`config.mk`:
```
export PLATFORM = sky130hd
export DESIGN_NAME = sync_serial_xcvr
export DESIGN_NICKNAME = d
export VERILOG_FILES = /design/src/core/sync_serial_pkg.sv /design/src/core/sync_serial_xcvr.sv /design/src/core/sync_two_flop.sv
export VERILOG_INCLUDE_DIRS = /design/src /design/src/core
export SDC_FILE = /design/constraint.sdc
export NUM_CORES = 1
export LEC_CHECK = 0
export BUFFER_PORTS_ARGS = -buffer_cell sky130_fd_sc_hd__buf_2
export CAP_MARGIN = 0
export CORE_ASPECT_RATIO = 1.5
export CORE_MARGIN = 2
export CORE_UTILIZATION = 30
export CTS_CLUSTER_DIAMETER = 80
export DETAILED_ROUTE_END_ITERATION = 12
export PLACE_DENSITY_LB_ADDON = 0.08
export RECOVER_POWER = 100
export SLEW_MARGIN = 10
export SYNTH_ARGS = -nofsm -noshare
export SYNTH_HDL_FRONTEND = slang
export SYNTH_HIERARCHICAL = 1
export SYNTH_SLANG_ARGS = --single-unit
```
`constraint.sdc`:
```
create_clock -name I_CLK -period 2.8 [get_ports I_CLK]
set_input_delay 0.14 -clock I_CLK [delete_from_list [all_inputs] [get_ports I_CLK]]
set_output_delay 0.14 -clock I_CLK [all_outputs]
set_load 0.02 [all_outputs]
```
`src/core/sync_serial_consts.svh`:
```
`ifndef SYNC_SERIAL_CONSTS_SVH
`define SYNC_SERIAL_CONSTS_SVH

// register byte offsets
`define SS_OFS_FLAGS 6'h00
`define SS_OFS_ENABLES 6'h04
`define SS_OFS_PRIORITY 6'h08
`define SS_OFS_RECEIVE_STATUS_CONTROL 6'h0C
`define SS_OFS_RCDATA 6'h10
`define SS_OFS_TRANSMIT_STATUS_CONTROL 6'h14
`define SS_OFS_BAUD_CONTROL 6'h18
`define SS_OFS_DIV_HIGH 6'h1C
`define SS_OFS_DIV_LOW 6'h20
`define SS_OFS_TXDATA 6'h24
`define SS_OFS_INTCTL 6'h28

// flags and enables
`define SS_RX_FLAG_BIT 5
`define SS_TX_FLAG_BIT 4
// receive status and control
`define SS_PORT_EN_BIT 7
`define SS_RX9_BIT 6
`define SS_SINGLE_RECEIVE_ENABLE_BIT 5
`define SS_CONTINUOUS_RECEIVE_ENABLE_BIT 4
`define SS_FRAMING_ERROR_BIT 2
`define SS_OVERRUN_ERROR_BIT 1
`define SS_RECEIVED_NINTH_BIT_BIT 0
`define SS_RECEIVE_STATUS_CONTROL_WMASK 8'hF8
// transmit status and control
`define SS_CLOCK_SOURCE_SELECT_BIT 7
`define SS_TX9_BIT 6
`define SS_TRANSMIT_ENABLE_BIT 5
`define SS_SYNC_BIT 4
`define SS_HIGH_SPEED_BAUD_BIT 2
`define SS_TRMT_BIT 1
`define SS_TRANSMIT_NINTH_BIT_BIT 0
`define SS_TRANSMIT_STATUS_CONTROL_WMASK 8'hFD
// baud control
`define SS_RCIDL_BIT 6
`define SS_DTRXP_BIT 5
`define SS_WIDE_BAUD_DIVIDER_BIT 3
`define SS_BAUD_WMASK 8'hBB
// own interrupt control
`define SS_GIE_BIT 1
`define SS_PERIPHERAL_INTERRUPT_ENABLE_BIT 0

`define SS_REG_RESET 8'h00
`define SS_WORD_ZERO 32'h0000_0000
`define SS_LOW_SPEED_PRESCALE 2'h3
`define SS_CHAR_BITS_8 4'h8
`define SS_CHAR_BITS_9 4'h9
`define SS_FIFO_FULL 2'h2

`endif

```
`src/core/sync_serial_pkg.sv`:
```
package sync_serial_pkg;
  typedef logic [31:0] bus_word_t;
  typedef logic [5:0] bus_addr_t;
  typedef logic [8:0] char_t;
  typedef enum logic [1:0] {MODE_OFF, MODE_MASTER, MODE_SLAVE} mode_e;
endpackage

```
`src/core/sync_serial_xcvr.sv`:
```
// The Avalon-MM interface to the registers and the register addresses were decided locally.
`timescale 1ns/1ps
`include "sync_serial_consts.svh"
module sync_serial_xcvr (
  // clock and reset
  input wire logic I_CLK,
  input wire logic I_SYS_RST,
  // avalon-mm slave
  input wire sync_serial_pkg::bus_addr_t I_ADDRESS,
  input wire logic I_READ,
  input wire logic I_WRITE,
  input wire logic [3:0] I_BYTEENABLE,
  input wire sync_serial_pkg::bus_word_t I_WRITEDATA,
  output sync_serial_pkg::bus_word_t O_READDATA,
  output logic O_WAITREQUEST,
  // data line
  input wire logic I_DATA_IN,
  output logic O_DATA_OUT,
  output logic O_DATA_OE,
  // clock line
  input wire logic I_CLK_IN,
  output logic O_CLK_OUT,
  output logic O_CLK_OE,
  // processor wake and interrupt request
  output logic O_WAKE,
  output logic O_IRQ
);
  import sync_serial_pkg::*;

  // register state
  logic [7:0] flags_rw, enables, priority_one, receive_status_control, transmit_status_control, baud_control, div_high, div_low, intctl;
  logic [7:0] next_flags_rw, next_enables, next_priority_one, next_receive_status_control, next_transmit_status_control;
  logic [7:0] next_baud_control, next_div_high, next_div_low, next_intctl;
  logic waitreq, next_waitreq;
  bus_word_t readdata, next_readdata;
  // transmit state
  logic hold_full, tsr_full, tx_bit;
  logic next_hold_full, next_tsr_full, next_tx_bit;
  char_t hold_data, transmit_shift_register, next_hold_data, next_tsr;
  logic [3:0] tx_cnt, next_tx_cnt;
  // receive state
  char_t receive_shift_register, next_rsr;
  char_t fifo [0:1];
  char_t next_fifo [0:1];
  logic [3:0] rx_cnt, next_rx_cnt;
  logic [1:0] fill, next_fill;
  logic rd_ptr, wr_ptr, next_rd_ptr, next_wr_ptr;
  logic overrun, ovr_continuous_receive_enable, next_overrun, next_ovr_continuous_receive_enable;
  // bit clock generator
  logic [15:0] gen_cnt, next_gen_cnt;
  logic [1:0] pre, next_pre;
  logic gen_clk, next_gen_clk, clk_prev;
  // pins and outputs
  logic data_s, clk_s;
  logic data_oe, clk_out, clk_oe, wake, irq;
  logic next_data_oe, next_clk_out, next_clk_oe, next_wake, next_irq;

  sync_two_flop #(.WIDTH(2)) u_pin_sync (
    .i_clk(I_CLK),
    .i_rst(I_SYS_RST),
    .i_async({I_DATA_IN, I_CLK_IN}),
    .o_sync({data_s, clk_s})
  );

  // decoded controls
  logic port_en, sync_on, single_receive_enable, continuous_receive_enable, transmit_enable, tx9, rx9, dtrxp, high_speed_baud, wide_baud_divider;
  logic rx_mode, tx_mode, rx_active, tx_flag, rx_flag;
  logic bus_req, bus_done, wr_en, transmit_holding_port_wr, receive_data_port_pop;
  logic gen_run, tick, pre_done, lead, trail, rx_done, push;
  logic [15:0] div_val;
  logic [3:0] tx_bits, rx_bits;
  char_t rx_char;
  mode_e mode;

  always_comb begin
    port_en = receive_status_control[`SS_PORT_EN_BIT];
    sync_on = transmit_status_control[`SS_SYNC_BIT] & port_en;
    single_receive_enable = receive_status_control[`SS_SINGLE_RECEIVE_ENABLE_BIT];
    continuous_receive_enable = receive_status_control[`SS_CONTINUOUS_RECEIVE_ENABLE_BIT];
    transmit_enable = transmit_status_control[`SS_TRANSMIT_ENABLE_BIT];
    tx9 = transmit_status_control[`SS_TX9_BIT];
    rx9 = receive_status_control[`SS_RX9_BIT];
    dtrxp = baud_control[`SS_DTRXP_BIT];
    high_speed_baud = transmit_status_control[`SS_HIGH_SPEED_BAUD_BIT];
    wide_baud_divider = baud_control[`SS_WIDE_BAUD_DIVIDER_BIT];
    if (!sync_on) begin
      mode = MODE_OFF;
    end else if (transmit_status_control[`SS_CLOCK_SOURCE_SELECT_BIT]) begin
      mode = MODE_MASTER;
    end else begin
      mode = MODE_SLAVE;
    end
    rx_mode = single_receive_enable | continuous_receive_enable;
    tx_mode = sync_on & ~rx_mode & transmit_enable;
    rx_active = sync_on & rx_mode & ~overrun;
    tx_flag = transmit_enable & ~hold_full;
    rx_flag = fill != 2'h0;
    tx_bits = tx9 ? `SS_CHAR_BITS_9 : `SS_CHAR_BITS_8;
    rx_bits = rx9 ? `SS_CHAR_BITS_9 : `SS_CHAR_BITS_8;
    div_val = wide_baud_divider ? {div_high, div_low} : {8'h00, div_low};
    bus_req = I_READ | I_WRITE;
    bus_done = bus_req & ~waitreq;
    wr_en = I_WRITE & bus_done & I_BYTEENABLE[0];
    transmit_holding_port_wr = wr_en & (I_ADDRESS == `SS_OFS_TXDATA);
    receive_data_port_pop = I_READ & bus_done & (I_ADDRESS == `SS_OFS_RCDATA) & rx_flag;
    gen_run = (mode == MODE_MASTER) & (rx_active | (tx_mode & tsr_full));
    pre_done = high_speed_baud | (pre == `SS_LOW_SPEED_PRESCALE);
    tick = gen_run & pre_done & (gen_cnt == 16'h0000);
    lead = 1'b0;
    trail = 1'b0;
    unique case (mode)
      MODE_OFF: begin
        lead = 1'b0;
      end
      MODE_MASTER: begin
        lead = tick & ~gen_clk;
        trail = tick & gen_clk;
      end
      MODE_SLAVE: begin
        lead = clk_s & ~clk_prev;
        trail = ~clk_s & clk_prev;
      end
    endcase
    rx_char = receive_shift_register;
    rx_char[rx_cnt] = data_s ^ dtrxp;
    rx_done = rx_active & trail & (rx_cnt == rx_bits - 4'h1);
    push = rx_done & (fill != `SS_FIFO_FULL);
  end

  // register file and bus answer
  always_comb begin
    next_flags_rw = flags_rw;
    next_enables = enables;
    next_priority_one = priority_one;
    next_receive_status_control = receive_status_control;
    next_transmit_status_control = transmit_status_control;
    next_baud_control = baud_control;
    next_div_high = div_high;
    next_div_low = div_low;
    next_intctl = intctl;
    next_waitreq = ~(bus_req & waitreq);
    next_readdata = `SS_WORD_ZERO;
    if (rx_done) begin
      next_receive_status_control[`SS_SINGLE_RECEIVE_ENABLE_BIT] = 1'b0;
    end
    if (wr_en) begin
      unique case (I_ADDRESS)
        `SS_OFS_FLAGS: next_flags_rw = I_WRITEDATA[7:0];
        `SS_OFS_ENABLES: next_enables = I_WRITEDATA[7:0];
        `SS_OFS_PRIORITY: next_priority_one = I_WRITEDATA[7:0];
        `SS_OFS_RECEIVE_STATUS_CONTROL: next_receive_status_control = I_WRITEDATA[7:0] & `SS_RECEIVE_STATUS_CONTROL_WMASK;
        `SS_OFS_TRANSMIT_STATUS_CONTROL: next_transmit_status_control = I_WRITEDATA[7:0] & `SS_TRANSMIT_STATUS_CONTROL_WMASK;
        `SS_OFS_BAUD_CONTROL: next_baud_control = I_WRITEDATA[7:0] & `SS_BAUD_WMASK;
        `SS_OFS_DIV_HIGH: next_div_high = I_WRITEDATA[7:0];
        `SS_OFS_DIV_LOW: next_div_low = I_WRITEDATA[7:0];
        `SS_OFS_INTCTL: next_intctl = I_WRITEDATA[7:0];
        default: next_intctl = intctl;
      endcase
    end
    if (bus_req & waitreq & I_READ) begin
      unique case (I_ADDRESS)
        `SS_OFS_FLAGS: begin
          next_readdata[7:0] = flags_rw;
          next_readdata[`SS_RX_FLAG_BIT] = rx_flag;
          next_readdata[`SS_TX_FLAG_BIT] = tx_flag;
        end
        `SS_OFS_ENABLES: next_readdata[7:0] = enables;
        `SS_OFS_PRIORITY: next_readdata[7:0] = priority_one;
        `SS_OFS_RECEIVE_STATUS_CONTROL: begin
          next_readdata[7:0] = receive_status_control;
          next_readdata[`SS_OVERRUN_ERROR_BIT] = overrun;
          next_readdata[`SS_FRAMING_ERROR_BIT] = 1'b0;
          next_readdata[`SS_RECEIVED_NINTH_BIT_BIT] = fifo[rd_ptr][8];
        end
        `SS_OFS_RCDATA: next_readdata[7:0] = fifo[rd_ptr][7:0];
        `SS_OFS_TRANSMIT_STATUS_CONTROL: begin
          next_readdata[7:0] = transmit_status_control;
          next_readdata[`SS_TRMT_BIT] = ~tsr_full;
        end
        `SS_OFS_BAUD_CONTROL: begin
          next_readdata[7:0] = baud_control;
          next_readdata[`SS_RCIDL_BIT] = rx_cnt == 4'h0;
        end
        `SS_OFS_DIV_HIGH: next_readdata[7:0] = div_high;
        `SS_OFS_DIV_LOW: next_readdata[7:0] = div_low;
        `SS_OFS_INTCTL: next_readdata[7:0] = intctl;
        default: next_readdata = `SS_WORD_ZERO;
      endcase
    end
  end

  always_ff @(posedge I_CLK) begin
    if (I_SYS_RST) begin
      flags_rw <= `SS_REG_RESET;
      enables <= `SS_REG_RESET;
      priority_one <= `SS_REG_RESET;
      receive_status_control <= `SS_REG_RESET;
      transmit_status_control <= `SS_REG_RESET;
      baud_control <= `SS_REG_RESET;
      div_high <= `SS_REG_RESET;
      div_low <= `SS_REG_RESET;
      intctl <= `SS_REG_RESET;
      waitreq <= 1'b1;
      readdata <= `SS_WORD_ZERO;
    end else begin
      flags_rw <= next_flags_rw;
      enables <= next_enables;
      priority_one <= next_priority_one;
      receive_status_control <= next_receive_status_control;
      transmit_status_control <= next_transmit_status_control;
      baud_control <= next_baud_control;
      div_high <= next_div_high;
      div_low <= next_div_low;
      intctl <= next_intctl;
      waitreq <= next_waitreq;
      readdata <= next_readdata;
    end
  end

  // master bit clock generator
  always_comb begin
    next_gen_cnt = gen_cnt;
    next_pre = pre;
    next_gen_clk = gen_clk;
    if (!gen_run) begin
      next_gen_cnt = div_val;
      next_pre = 2'h0;
      next_gen_clk = 1'b0;
    end else if (pre_done) begin
      next_pre = 2'h0;
      if (gen_cnt == 16'h0000) begin
        next_gen_cnt = div_val;
        next_gen_clk = ~gen_clk;
      end else begin
        next_gen_cnt = gen_cnt - 16'h0001;
      end
    end else begin
      next_pre = pre + 2'h1;
    end
  end

  always_ff @(posedge I_CLK) begin
    if (I_SYS_RST) begin
      gen_cnt <= 16'h0000;
      pre <= 2'h0;
      gen_clk <= 1'b0;
      clk_prev <= 1'b0;
    end else begin
      gen_cnt <= next_gen_cnt;
      pre <= next_pre;
      gen_clk <= next_gen_clk;
      clk_prev <= clk_s;
    end
  end

  // transmitter
  always_comb begin
    next_hold_full = hold_full;
    next_hold_data = hold_data;
    next_tsr = transmit_shift_register;
    next_tsr_full = tsr_full;
    next_tx_cnt = tx_cnt;
    next_tx_bit = tx_bit;
    if (tx_mode & tsr_full & lead) begin
      next_tx_bit = transmit_shift_register[0] ^ dtrxp;
    end
    if (tx_mode & tsr_full & trail) begin
      next_tsr = transmit_shift_register >> 1;
      next_tx_cnt = tx_cnt + 4'h1;
      if (tx_cnt == tx_bits - 4'h1) begin
        next_tsr_full = 1'b0;
      end
    end
    if (tx_mode & ~tsr_full & hold_full) begin
      next_tsr = hold_data;
      next_tsr_full = 1'b1;
      next_tx_cnt = 4'h0;
      next_hold_full = 1'b0;
    end
    if (transmit_holding_port_wr) begin
      next_hold_data = {transmit_status_control[`SS_TRANSMIT_NINTH_BIT_BIT] & tx9, I_WRITEDATA[7:0]};
      next_hold_full = 1'b1;
    end
    if (!sync_on) begin
      next_hold_full = 1'b0;
      next_tsr_full = 1'b0;
      next_tx_cnt = 4'h0;
      next_tx_bit = 1'b0;
    end
  end

  always_ff @(posedge I_CLK) begin
    if (I_SYS_RST) begin
      hold_full <= 1'b0;
      hold_data <= 9'h000;
      transmit_shift_register <= 9'h000;
      tsr_full <= 1'b0;
      tx_cnt <= 4'h0;
      tx_bit <= 1'b0;
    end else begin
      hold_full <= next_hold_full;
      hold_data <= next_hold_data;
      transmit_shift_register <= next_tsr;
      tsr_full <= next_tsr_full;
      tx_cnt <= next_tx_cnt;
      tx_bit <= next_tx_bit;
    end
  end

  // receiver and two-character buffer
  always_comb begin
    next_rsr = receive_shift_register;
    next_rx_cnt = rx_cnt;
    next_fifo = fifo;
    next_fill = fill;
    next_rd_ptr = rd_ptr;
    next_wr_ptr = wr_ptr;
    next_overrun = overrun;
    next_ovr_continuous_receive_enable = ovr_continuous_receive_enable;
    if (!rx_active) begin
      next_rsr = 9'h000; // partial character dropped
      next_rx_cnt = 4'h0;
    end else if (trail) begin
      next_rsr = rx_char;
      next_rx_cnt = rx_cnt + 4'h1;
      if (rx_done) begin
        next_rsr = 9'h000;
        next_rx_cnt = 4'h0;
      end
    end
    if (receive_data_port_pop) begin
      next_rd_ptr = ~rd_ptr;
      next_fill = fill - 2'h1;
    end
    if ((ovr_continuous_receive_enable & ~continuous_receive_enable) | (~ovr_continuous_receive_enable & ~continuous_receive_enable & receive_data_port_pop)) begin
      next_overrun = 1'b0;
    end
    if (push) begin
      next_fifo[wr_ptr] = rx9 ? rx_char : {1'b0, rx_char[7:0]};
      next_wr_ptr = ~wr_ptr;
      next_fill = next_fill + 2'h1;
    end else if (rx_done) begin
      next_overrun = 1'b1;
      next_ovr_continuous_receive_enable = continuous_receive_enable;
    end
    if (!port_en) begin
      next_fill = 2'h0;
      next_rd_ptr = 1'b0;
      next_wr_ptr = 1'b0;
      next_overrun = 1'b0;
      next_ovr_continuous_receive_enable = 1'b0;
    end
  end

  always_ff @(posedge I_CLK) begin
    if (I_SYS_RST) begin
      receive_shift_register <= 9'h000;
      rx_cnt <= 4'h0;
      fifo[0] <= 9'h000;
      fifo[1] <= 9'h000;
      fill <= 2'h0;
      rd_ptr <= 1'b0;
      wr_ptr <= 1'b0;
      overrun <= 1'b0;
      ovr_continuous_receive_enable <= 1'b0;
    end else begin
      receive_shift_register <= next_rsr;
      rx_cnt <= next_rx_cnt;
      fifo <= next_fifo;
      fill <= next_fill;
      rd_ptr <= next_rd_ptr;
      wr_ptr <= next_wr_ptr;
      overrun <= next_overrun;
      ovr_continuous_receive_enable <= next_ovr_continuous_receive_enable;
    end
  end

  // pin drivers and wake
  always_comb begin
    next_data_oe = tx_mode;
    next_clk_oe = mode == MODE_MASTER;
    next_clk_out = gen_clk;
    next_wake = intctl[`SS_PERIPHERAL_INTERRUPT_ENABLE_BIT] & ((enables[`SS_TX_FLAG_BIT] & tx_flag) |
      (enables[`SS_RX_FLAG_BIT] & rx_flag));
    next_irq = next_wake & intctl[`SS_GIE_BIT];
  end

  always_ff @(posedge I_CLK) begin
    if (I_SYS_RST) begin
      data_oe <= 1'b0;
      clk_oe <= 1'b0;
      clk_out <= 1'b0;
      wake <= 1'b0;
      irq <= 1'b0;
    end else begin
      data_oe <= next_data_oe;
      clk_oe <= next_clk_oe;
      clk_out <= next_clk_out;
      wake <= next_wake;
      irq <= next_irq;
    end
  end

  always_comb begin
    O_READDATA = readdata;
    O_WAITREQUEST = waitreq;
    O_DATA_OUT = tx_bit;
    O_DATA_OE = data_oe;
    O_CLK_OUT = clk_out;
    O_CLK_OE = clk_oe;
    O_WAKE = wake;
    O_IRQ = irq;
  end

  logic rd_baud;
  always_ff @(posedge I_CLK) begin
    rd_baud <= I_READ & waitreq & (I_ADDRESS == `SS_OFS_BAUD_CONTROL);
  end

  AST_SLAVE_CLK: assert property (@(posedge I_CLK) disable iff (I_SYS_RST)
    (mode == MODE_SLAVE) |=> !O_CLK_OE) else $error("clock driven in slave mode");
  AST_RX_NO_DRIVE: assert property (@(posedge I_CLK) disable iff (I_SYS_RST)
    rx_mode |=> !O_DATA_OE) else $error("data driven while receiving");
  AST_PORT_OFF: assert property (@(posedge I_CLK) disable iff (I_SYS_RST)
    !port_en |=> (fill == 2'h0) && !overrun && !tsr_full && !hold_full)
    else $error("transceiver not reset by port disable");
  AST_TX_LOAD: assert property (@(posedge I_CLK) disable iff (I_SYS_RST)
    (tx_mode && !tsr_full && hold_full && !transmit_holding_port_wr && !$fell(port_en)) |=> tsr_full && !hold_full)
    else $error("holding word not moved to shifter");
  AST_TX_HELD: assert property (@(posedge I_CLK) disable iff (I_SYS_RST)
    (tsr_full && hold_full && !enables[`SS_RX_FLAG_BIT]) |-> !tx_flag ##1 !O_WAKE)
    else $error("transmit flag set while word held");
  AST_TX_NEXT: assert property (@(posedge I_CLK) disable iff (I_SYS_RST)
    (tx_mode && $fell(tsr_full) && hold_full && !transmit_holding_port_wr) |=> tsr_full && tx_flag)
    else $error("second word not moved after first finished");
  AST_WAKE: assert property (@(posedge I_CLK) disable iff (I_SYS_RST)
    (intctl[`SS_PERIPHERAL_INTERRUPT_ENABLE_BIT] && enables[`SS_TX_FLAG_BIT] && tx_flag) |=> O_WAKE ##0
    (O_IRQ == $past(intctl[`SS_GIE_BIT]))) else $error("transmit wake missing");
  AST_RX_FLAG: assert property (@(posedge I_CLK) disable iff (I_SYS_RST)
    (push && port_en) |=> rx_flag) else $error("receive flag not set");
  AST_SINGLE_RECEIVE_ENABLE_AUTO: assert property (@(posedge I_CLK) disable iff (I_SYS_RST)
    (rx_done && !wr_en) |=> !single_receive_enable) else $error("single receive enable not cleared");
  AST_BIT2_ZERO: assert property (@(posedge I_CLK) disable iff (I_SYS_RST)
    rd_baud |-> !O_READDATA[2]) else $error("baud control bit 2 not zero");
  AST_OVR_STOP: assert property (@(posedge I_CLK) disable iff (I_SYS_RST)
    (overrun && port_en && !receive_data_port_pop) |-> !rx_active ##1 (fill == $past(fill)))
    else $error("reception during overrun");
  AST_LEAD_BIT: assert property (@(posedge I_CLK) disable iff (I_SYS_RST)
    (tx_mode && tsr_full && lead) |=> O_DATA_OUT == ($past(transmit_shift_register[0]) ^ $past(dtrxp)))
    else $error("data bit not changed on leading edge");
endmodule

```
`src/core/sync_two_flop.sv`:
```
`timescale 1ns/1ps
module sync_two_flop #(
  parameter int WIDTH = 1
) (
  input wire logic i_clk,
  input wire logic i_rst,
  input wire logic [WIDTH-1:0] i_async,
  output logic [WIDTH-1:0] o_sync
);
  logic [WIDTH-1:0] meta;
  always_ff @(posedge i_clk) begin
    if (i_rst) begin
      meta <= '0;
      o_sync <= '0;
    end else begin
      meta <= i_async;
      o_sync <= meta;
    end
  end
endmodule
```
* After elaboration in Yosys (flattened, before gate mapping)
Cells that the tools add are included.
** Storage, ports and cells
- Flip-flop bits (word level) :: 190
- Word-level logic and storage cells :: 203
- Output and inout bits :: 39
** Operators by class
- $lt $le $gt $ge :: 5
- Equality and inequality tests :: 17
- Reductions and logical operators :: 29
- Bitwise operators :: 67
- Multiplexer cells :: 38
- Add/sub/neg operators :: 8
** Operators with widths (number)
- case mux 8 bit (10 select lines) :: 1
- two-way mux 9 bit :: 8
- two-way mux 16 bit :: 4
- bitwise AND 1 bit :: 38
- equality test 6 x 5 -> 1 bit (second input constant) :: 4
- AND reduction 2 bit :: 12
- NOT 1 bit :: 19
- bitwise mux 18 bit :: 1
- equality test 6 bit (second input constant) :: 3
- logical NOT 16 bit :: 1
- subtractor 16 x 1 -> 16 bit (second input constant) :: 1
- equality test 6 x 4 -> 1 bit (second input constant) :: 2
- two-way mux 1 bit :: 12
- two-way mux 6 bit :: 2
- OR reduction 2 bit :: 5
- bitwise mux 9 bit :: 1
- demux 9 bit (select 1 bit) :: 1
- adder 4 x 1 -> 4 bit (second input constant) :: 2
- equality test 4 bit :: 2
- two-way mux 2 bit :: 4
- nonzero test 2 bit :: 4
- subtractor 4 x 1 -> 4 bit (second input constant) :: 2
- equality test 6 x 3 -> 1 bit (second input constant) :: 1
- logical NOT 6 bit :: 1
- 21 further kinds :: 33

* Longest topological paths before layout
- Depth in word-level cells :: 16
- Mapped depth :: 10

* Cells and area by module
The synthesis kept the hierarchy.
** Modules (own cells, without submodules)
- sync_serial_xcvr :: area each 7507.2 um2, instances 1, cells an instance 903, seq. area each 3203.1 um2
- sync_two_flop :: area each 105.1 um2, instances 1, cells an instance 8, seq. area each 80.1 um2

* Worst setup path after synthesis
Ideal clock, no wire load.
- Path kind :: register -> register
- Start point :: register gen_cnt[7]
- End point :: register fifo[10] (netlist bit)
- Arrival :: 2.302 ns
- Period minus slack after synthesis :: 2.434 ns
- Setup slack :: 0.366 ns
- Setup time :: 0.132 ns
- Cell stages (with the launch flop) :: 8
- Buffers on the path :: 1
- Data required time :: 2.668 ns
- Cell sequence :: dfxtp_1 or4_4 nor4_4 a21oi_4 or4_1 buf_4 nand2_1 a21oi_1
** Between the ends
- Cells in the longest elaborated chain, start to end :: 7
** Ends and longest elaborated chain
- start: declaration :: line sync_serial_xcvr.sv:50 : logic [15:0] gen_cnt, next_gen_cnt;
- start signal: assignment :: line sync_serial_xcvr.sv:249 : gen_cnt <= next_gen_cnt;
- logical NOT 16 bit :: line sync_serial_xcvr.sv:108 : tick = gen_run & pre_done & (gen_cnt == 16'h0000);
- bitwise AND 1 bit :: line sync_serial_xcvr.sv:108
- bitwise AND 1 bit :: line sync_serial_xcvr.sv:117 : trail = tick & gen_clk;
- case mux 1 bit (2 select lines) :: line sync_serial_xcvr.sv:111 : unique case (mode)
- bitwise AND 1 bit (2 in series) :: line sync_serial_xcvr.sv:126 : rx_done = rx_active & trail & (rx_cnt == rx_bits - 4'h1);
- bitwise AND 1 bit :: line sync_serial_xcvr.sv:127 : push = rx_done & (fill != `SS_FIFO_FULL);
- end signal: assignment :: line sync_serial_xcvr.sv:369 : fifo <= next_fifo;
- end: declaration :: line sync_serial_xcvr.sv:43 : char_t fifo [0:1];
Every way passes these cells.
A chain may end at the register's enable or synchronous reset.

* Worst setup path after layout
- Start point :: register gen_cnt[0]
- End point :: register fifo[10] (netlist bit)
The elaborated chain is that of the path after synthesis.

==> impl_metrics.json <==
{
  "status": "completed",
  "drt-pass1-iter-count": 5,
  "synth_cell_types": 68,
  "path_clk_slew_ns": 0.07,
  "layout-drive-gt1-share_pct": 11.64,
  "grt_max_degree": 43,
  "ff2ff_setup_slack_ns": 0.18,
  "ys_seq_area_share_pct": 43.13,
  "rsz0062_at_grt": "false",
  "cp_slowest_cell": "or4b_1",
  "cts_tree": "yes",
  "hp-class": "primary input to flip-flop",
  "period_share_pct": 93.63,
  "r2r-start": "gen_cnt[0]",
  "async_flop_share_pct": 0,
  "path_delay_family": "simple AND/OR/NAND/NOR gates",
  "die_height_um": 199.1,
  "dp_slack_ns": 0.1440,
  "clockBufferDepth": 2,
  "synthXorXnorAreaFrac_pct": 1.677,
  "fin_util_pct": 35.15,
  "yosysTopAreaCellShare_pct": 43.13,
  "ff2ff_path_depth": 9,
  "setup_tns_ns": 0,
  "globalplace.congestion": 0.7919,
  "fin_ws_ns": 0.1784,
  "area_growth_pct": 15.66,
  "route.detailed.drc": 0,
  "ant_nets": 0,
  "min_path_cells": 2,
  "dp_hpwl_um": 17700,
  "start_kind": "flip-flop",
  "grt_pass1_wl_um": 37620,
  "grt_overflow": 0,
  "max_freq_mhz": 381.5,
  "totalWireLength_um": 24440,
  "clock_sinks": 164,
  "crit_fanout": 10,
  "nets": 1007,
  "core_area_um2": 25050,
  "leakagePower_uw": 0.002966,
  "max_stage_delay_ns": 0.50,
  "synth-simple-area-share_pct": 22.85,
  "track_usage_pct": 18.77,
  "arrival_ns": 2.93,
  "synthAdderAreaFrac_pct": 1.644,
  "critPathBufInv": 2,
  "yosys.area.top_type": "dfxtp_1",
  "netlist_instances": 911,
  "avgSynthCellArea_um2": 8.356,
  "slew_violations": 0,
  "finClkSkew_ns": 0.01362,
  "peakVddDrop_uv": 452.4,
  "slew_headroom_pct": 51.96,
  "worstPathCellList": "inv_1 > ha_1 > or4b_1 > nor4_4 > a21oi_4 > or4_1 > clkbuf_2 > nand2_1 > a21oi_1",
  "vias": 6565,
  "io_pins": 87,
  "synth_compound_area_share_pct": 17.82,
  "synth_area_um2": 7612,
  "min_period_ns": 2.622,
  "worst_pin_slew_ns": 0.7201,
  "r2r-end": "fifo[10]",
  "die_x_um": 134.1,
  "power.total_uw": 5018,
  "placement_rows": 71,
  "cts_root_buf": "clkbuf_16",
  "synth_top_family_by_area": "simple AND/OR/NAND/NOR gates",
  "wl_per_cell_um": 18.95,
  "cts_buffers": 17,
  "grt_antenna_before_repair": 0,
  "end_kind": "flip-flop",
  "portBuffers": 35,
  "hold_viol_final": 0,
  "fp.dieArea_um2": 26690,
  "ys_warn_count": 6,
  "drt_iter0_drc": 381,
  "cp.required_ns": 3.11,
  "clk_latency_ns": 0.44,
  "synth_edf_count": 0,
  "ys_ff_latch": 164,
  "start_util_pct": 30.39,
  "setup_viol": 0,
  "diodes": 0,
  "post_cts_buffers": 0,
  "hold_path_startpoint": "I_READ",
  "synth_flop_cell": "dfxtp_1",
  "synthTopCellsByArea": "dfxtp_1, a21oi_1, nand2_1, mux2i_1, nor2_1",
  "maxCapViolCount": 0,
  "grt_pass1_vias": 6248,
  "whs_endpoint": "O_WAITREQUEST",
  "power-per-cell-area_nw_per_um2": 569.9,
  "cts-htree-levels": 4,
  "critPathKind": "flip-flop to flip-flop",
  "via_per_inst": 5.089,
  "muxShareOfSynthArea_pct": 6.936
}
==> layer usage <==
| layer | routed length [um] | up-vias | global-route usage (%) |
|---|---|---|---|
| li1 | - | 3262 | - |
| met1 | 10640 | 3162 | 22.52 |
| met2 | 12700 | 113 | 33.85 |
| met3 | 554 | 28 | 2.841 |
| met4 | 548 | 0 | 6.862 |
| met5 | 0 | - | 0 |
==> placed cells by master, fill, tap and decap left out, types with 4 or more instances in the layout <==
master / count
a211oi_1: 8
a21oi_1: 107
a221oi_1: 4
a222oi_1: 8
a22o_1: 6
a22oi_1: 6
a311oi_1: 5
a31oi_1: 16
and2_0: 5
buf_2: 19
buf_4: 34
clkbuf_1: 18
clkbuf_16: 17
clkinv_4: 5
conb_1: 24
dfxtp_1: 164
ha_1: 10
inv_1: 9
mux2_2: 6
mux2i_1: 46
nand2_1: 128
nand2b_1: 6
nand3_1: 59
nor2_1: 85
nor2b_1: 11
nor3_1: 16
nor4_1: 6
o21ai_0: 29
o22ai_1: 4
or3_1: 4
or4_1: 5
xnor2_1: 7
xor2_1: 5
==> worst max-delay path by stage <==
stage / startpoint / to / cells past startpoint
2_1_floorplan: gen_cnt[7] / fifo[10] / 7
3_3_place_gp: gen_cnt[0] / gen_cnt[14] / 10
3_5_place_dp: gen_cnt[0] / gen_cnt[14] / 10
4_1_cts: gen_cnt[0] / gen_cnt[14] / 10
5_1_grt: gen_cnt[0] / receive_shift_register[8] / 9
6_report: gen_cnt[0] / fifo[10] / 9
==> report_power, final <==
group | internal (uW) | switching (uW)
combinational | 34.2 | 140
sequential | 2340 | 3.31
clock | 1460 | 1040
==> synthesized netlist by cell type (all sizes together) (9+ instances only) <==
cell,number
nand2,128
a21oi,109
inv,9
nor2b,11
a31oi,16
nor3,18
buf,31
mux2i,46
nand3,59
o21ai,32
clkbuf,51
dfxtp,164
ha,10
nor2,86
==> sequential cells by signal (all words and copies together) (netlist names), 2 cells and up <==
signal,flops
O_READDATA,8
baud_control,6
div_high,8
div_low,8
enables,8
fifo,18
fill,2
flags_rw,6
gen_cnt,16
hold_data,9
intctl,8
pre,2
priority_one,8
receive_shift_register,9
receive_status_control,5
rx_cnt,4
transmit_shift_register,9
transmit_status_control,7
tx_cnt,4
u_pin_sync/meta,2
u_pin_sync/o_sync,2
==> logic make-up after synthesis <==
kind of cell / count (synthesis)
AOI/OAI and AO/OA: 220
muxes: 52
DFF: 164
xor gates and xnor gates: 13
and+or+nand+nor: 360
other: 1
buffers and inverters: 91
adders and majority gates: 10
==> stage by stage <==
stage               hold slack [ns]  instances  cell area, um^2
floorplan                    0.2116        934             7699
global placement             0.3361       1255             8215
global route                0.01510       1290             8805
detailed placement           0.3429       1255             8215
CTS                         0.02214       1290             8872
finish                      0.03835       1290             8805
==> repair_timing <==
action / CTS / global route
endpoints found under the setup margin: 0 / 1
hold buffers: 3 / 0
hold endpoints to repair: 3 / 0
gates resized for setup: 0 / 1
==> layout make-up <==
type | count | area, um^2
sequential | 164 | 3283
multi-input combinational | 679 | 3968
tap | 328 | 410.4
clock inverter | 13 | 173.9
inverter | 9 | 33.78
clock buffer | 19 | 452.9
timing repair buffer | 78 | 483.0
fill | 2669 | 16250
No activity file was read; power rests on OpenSTA's default activity.
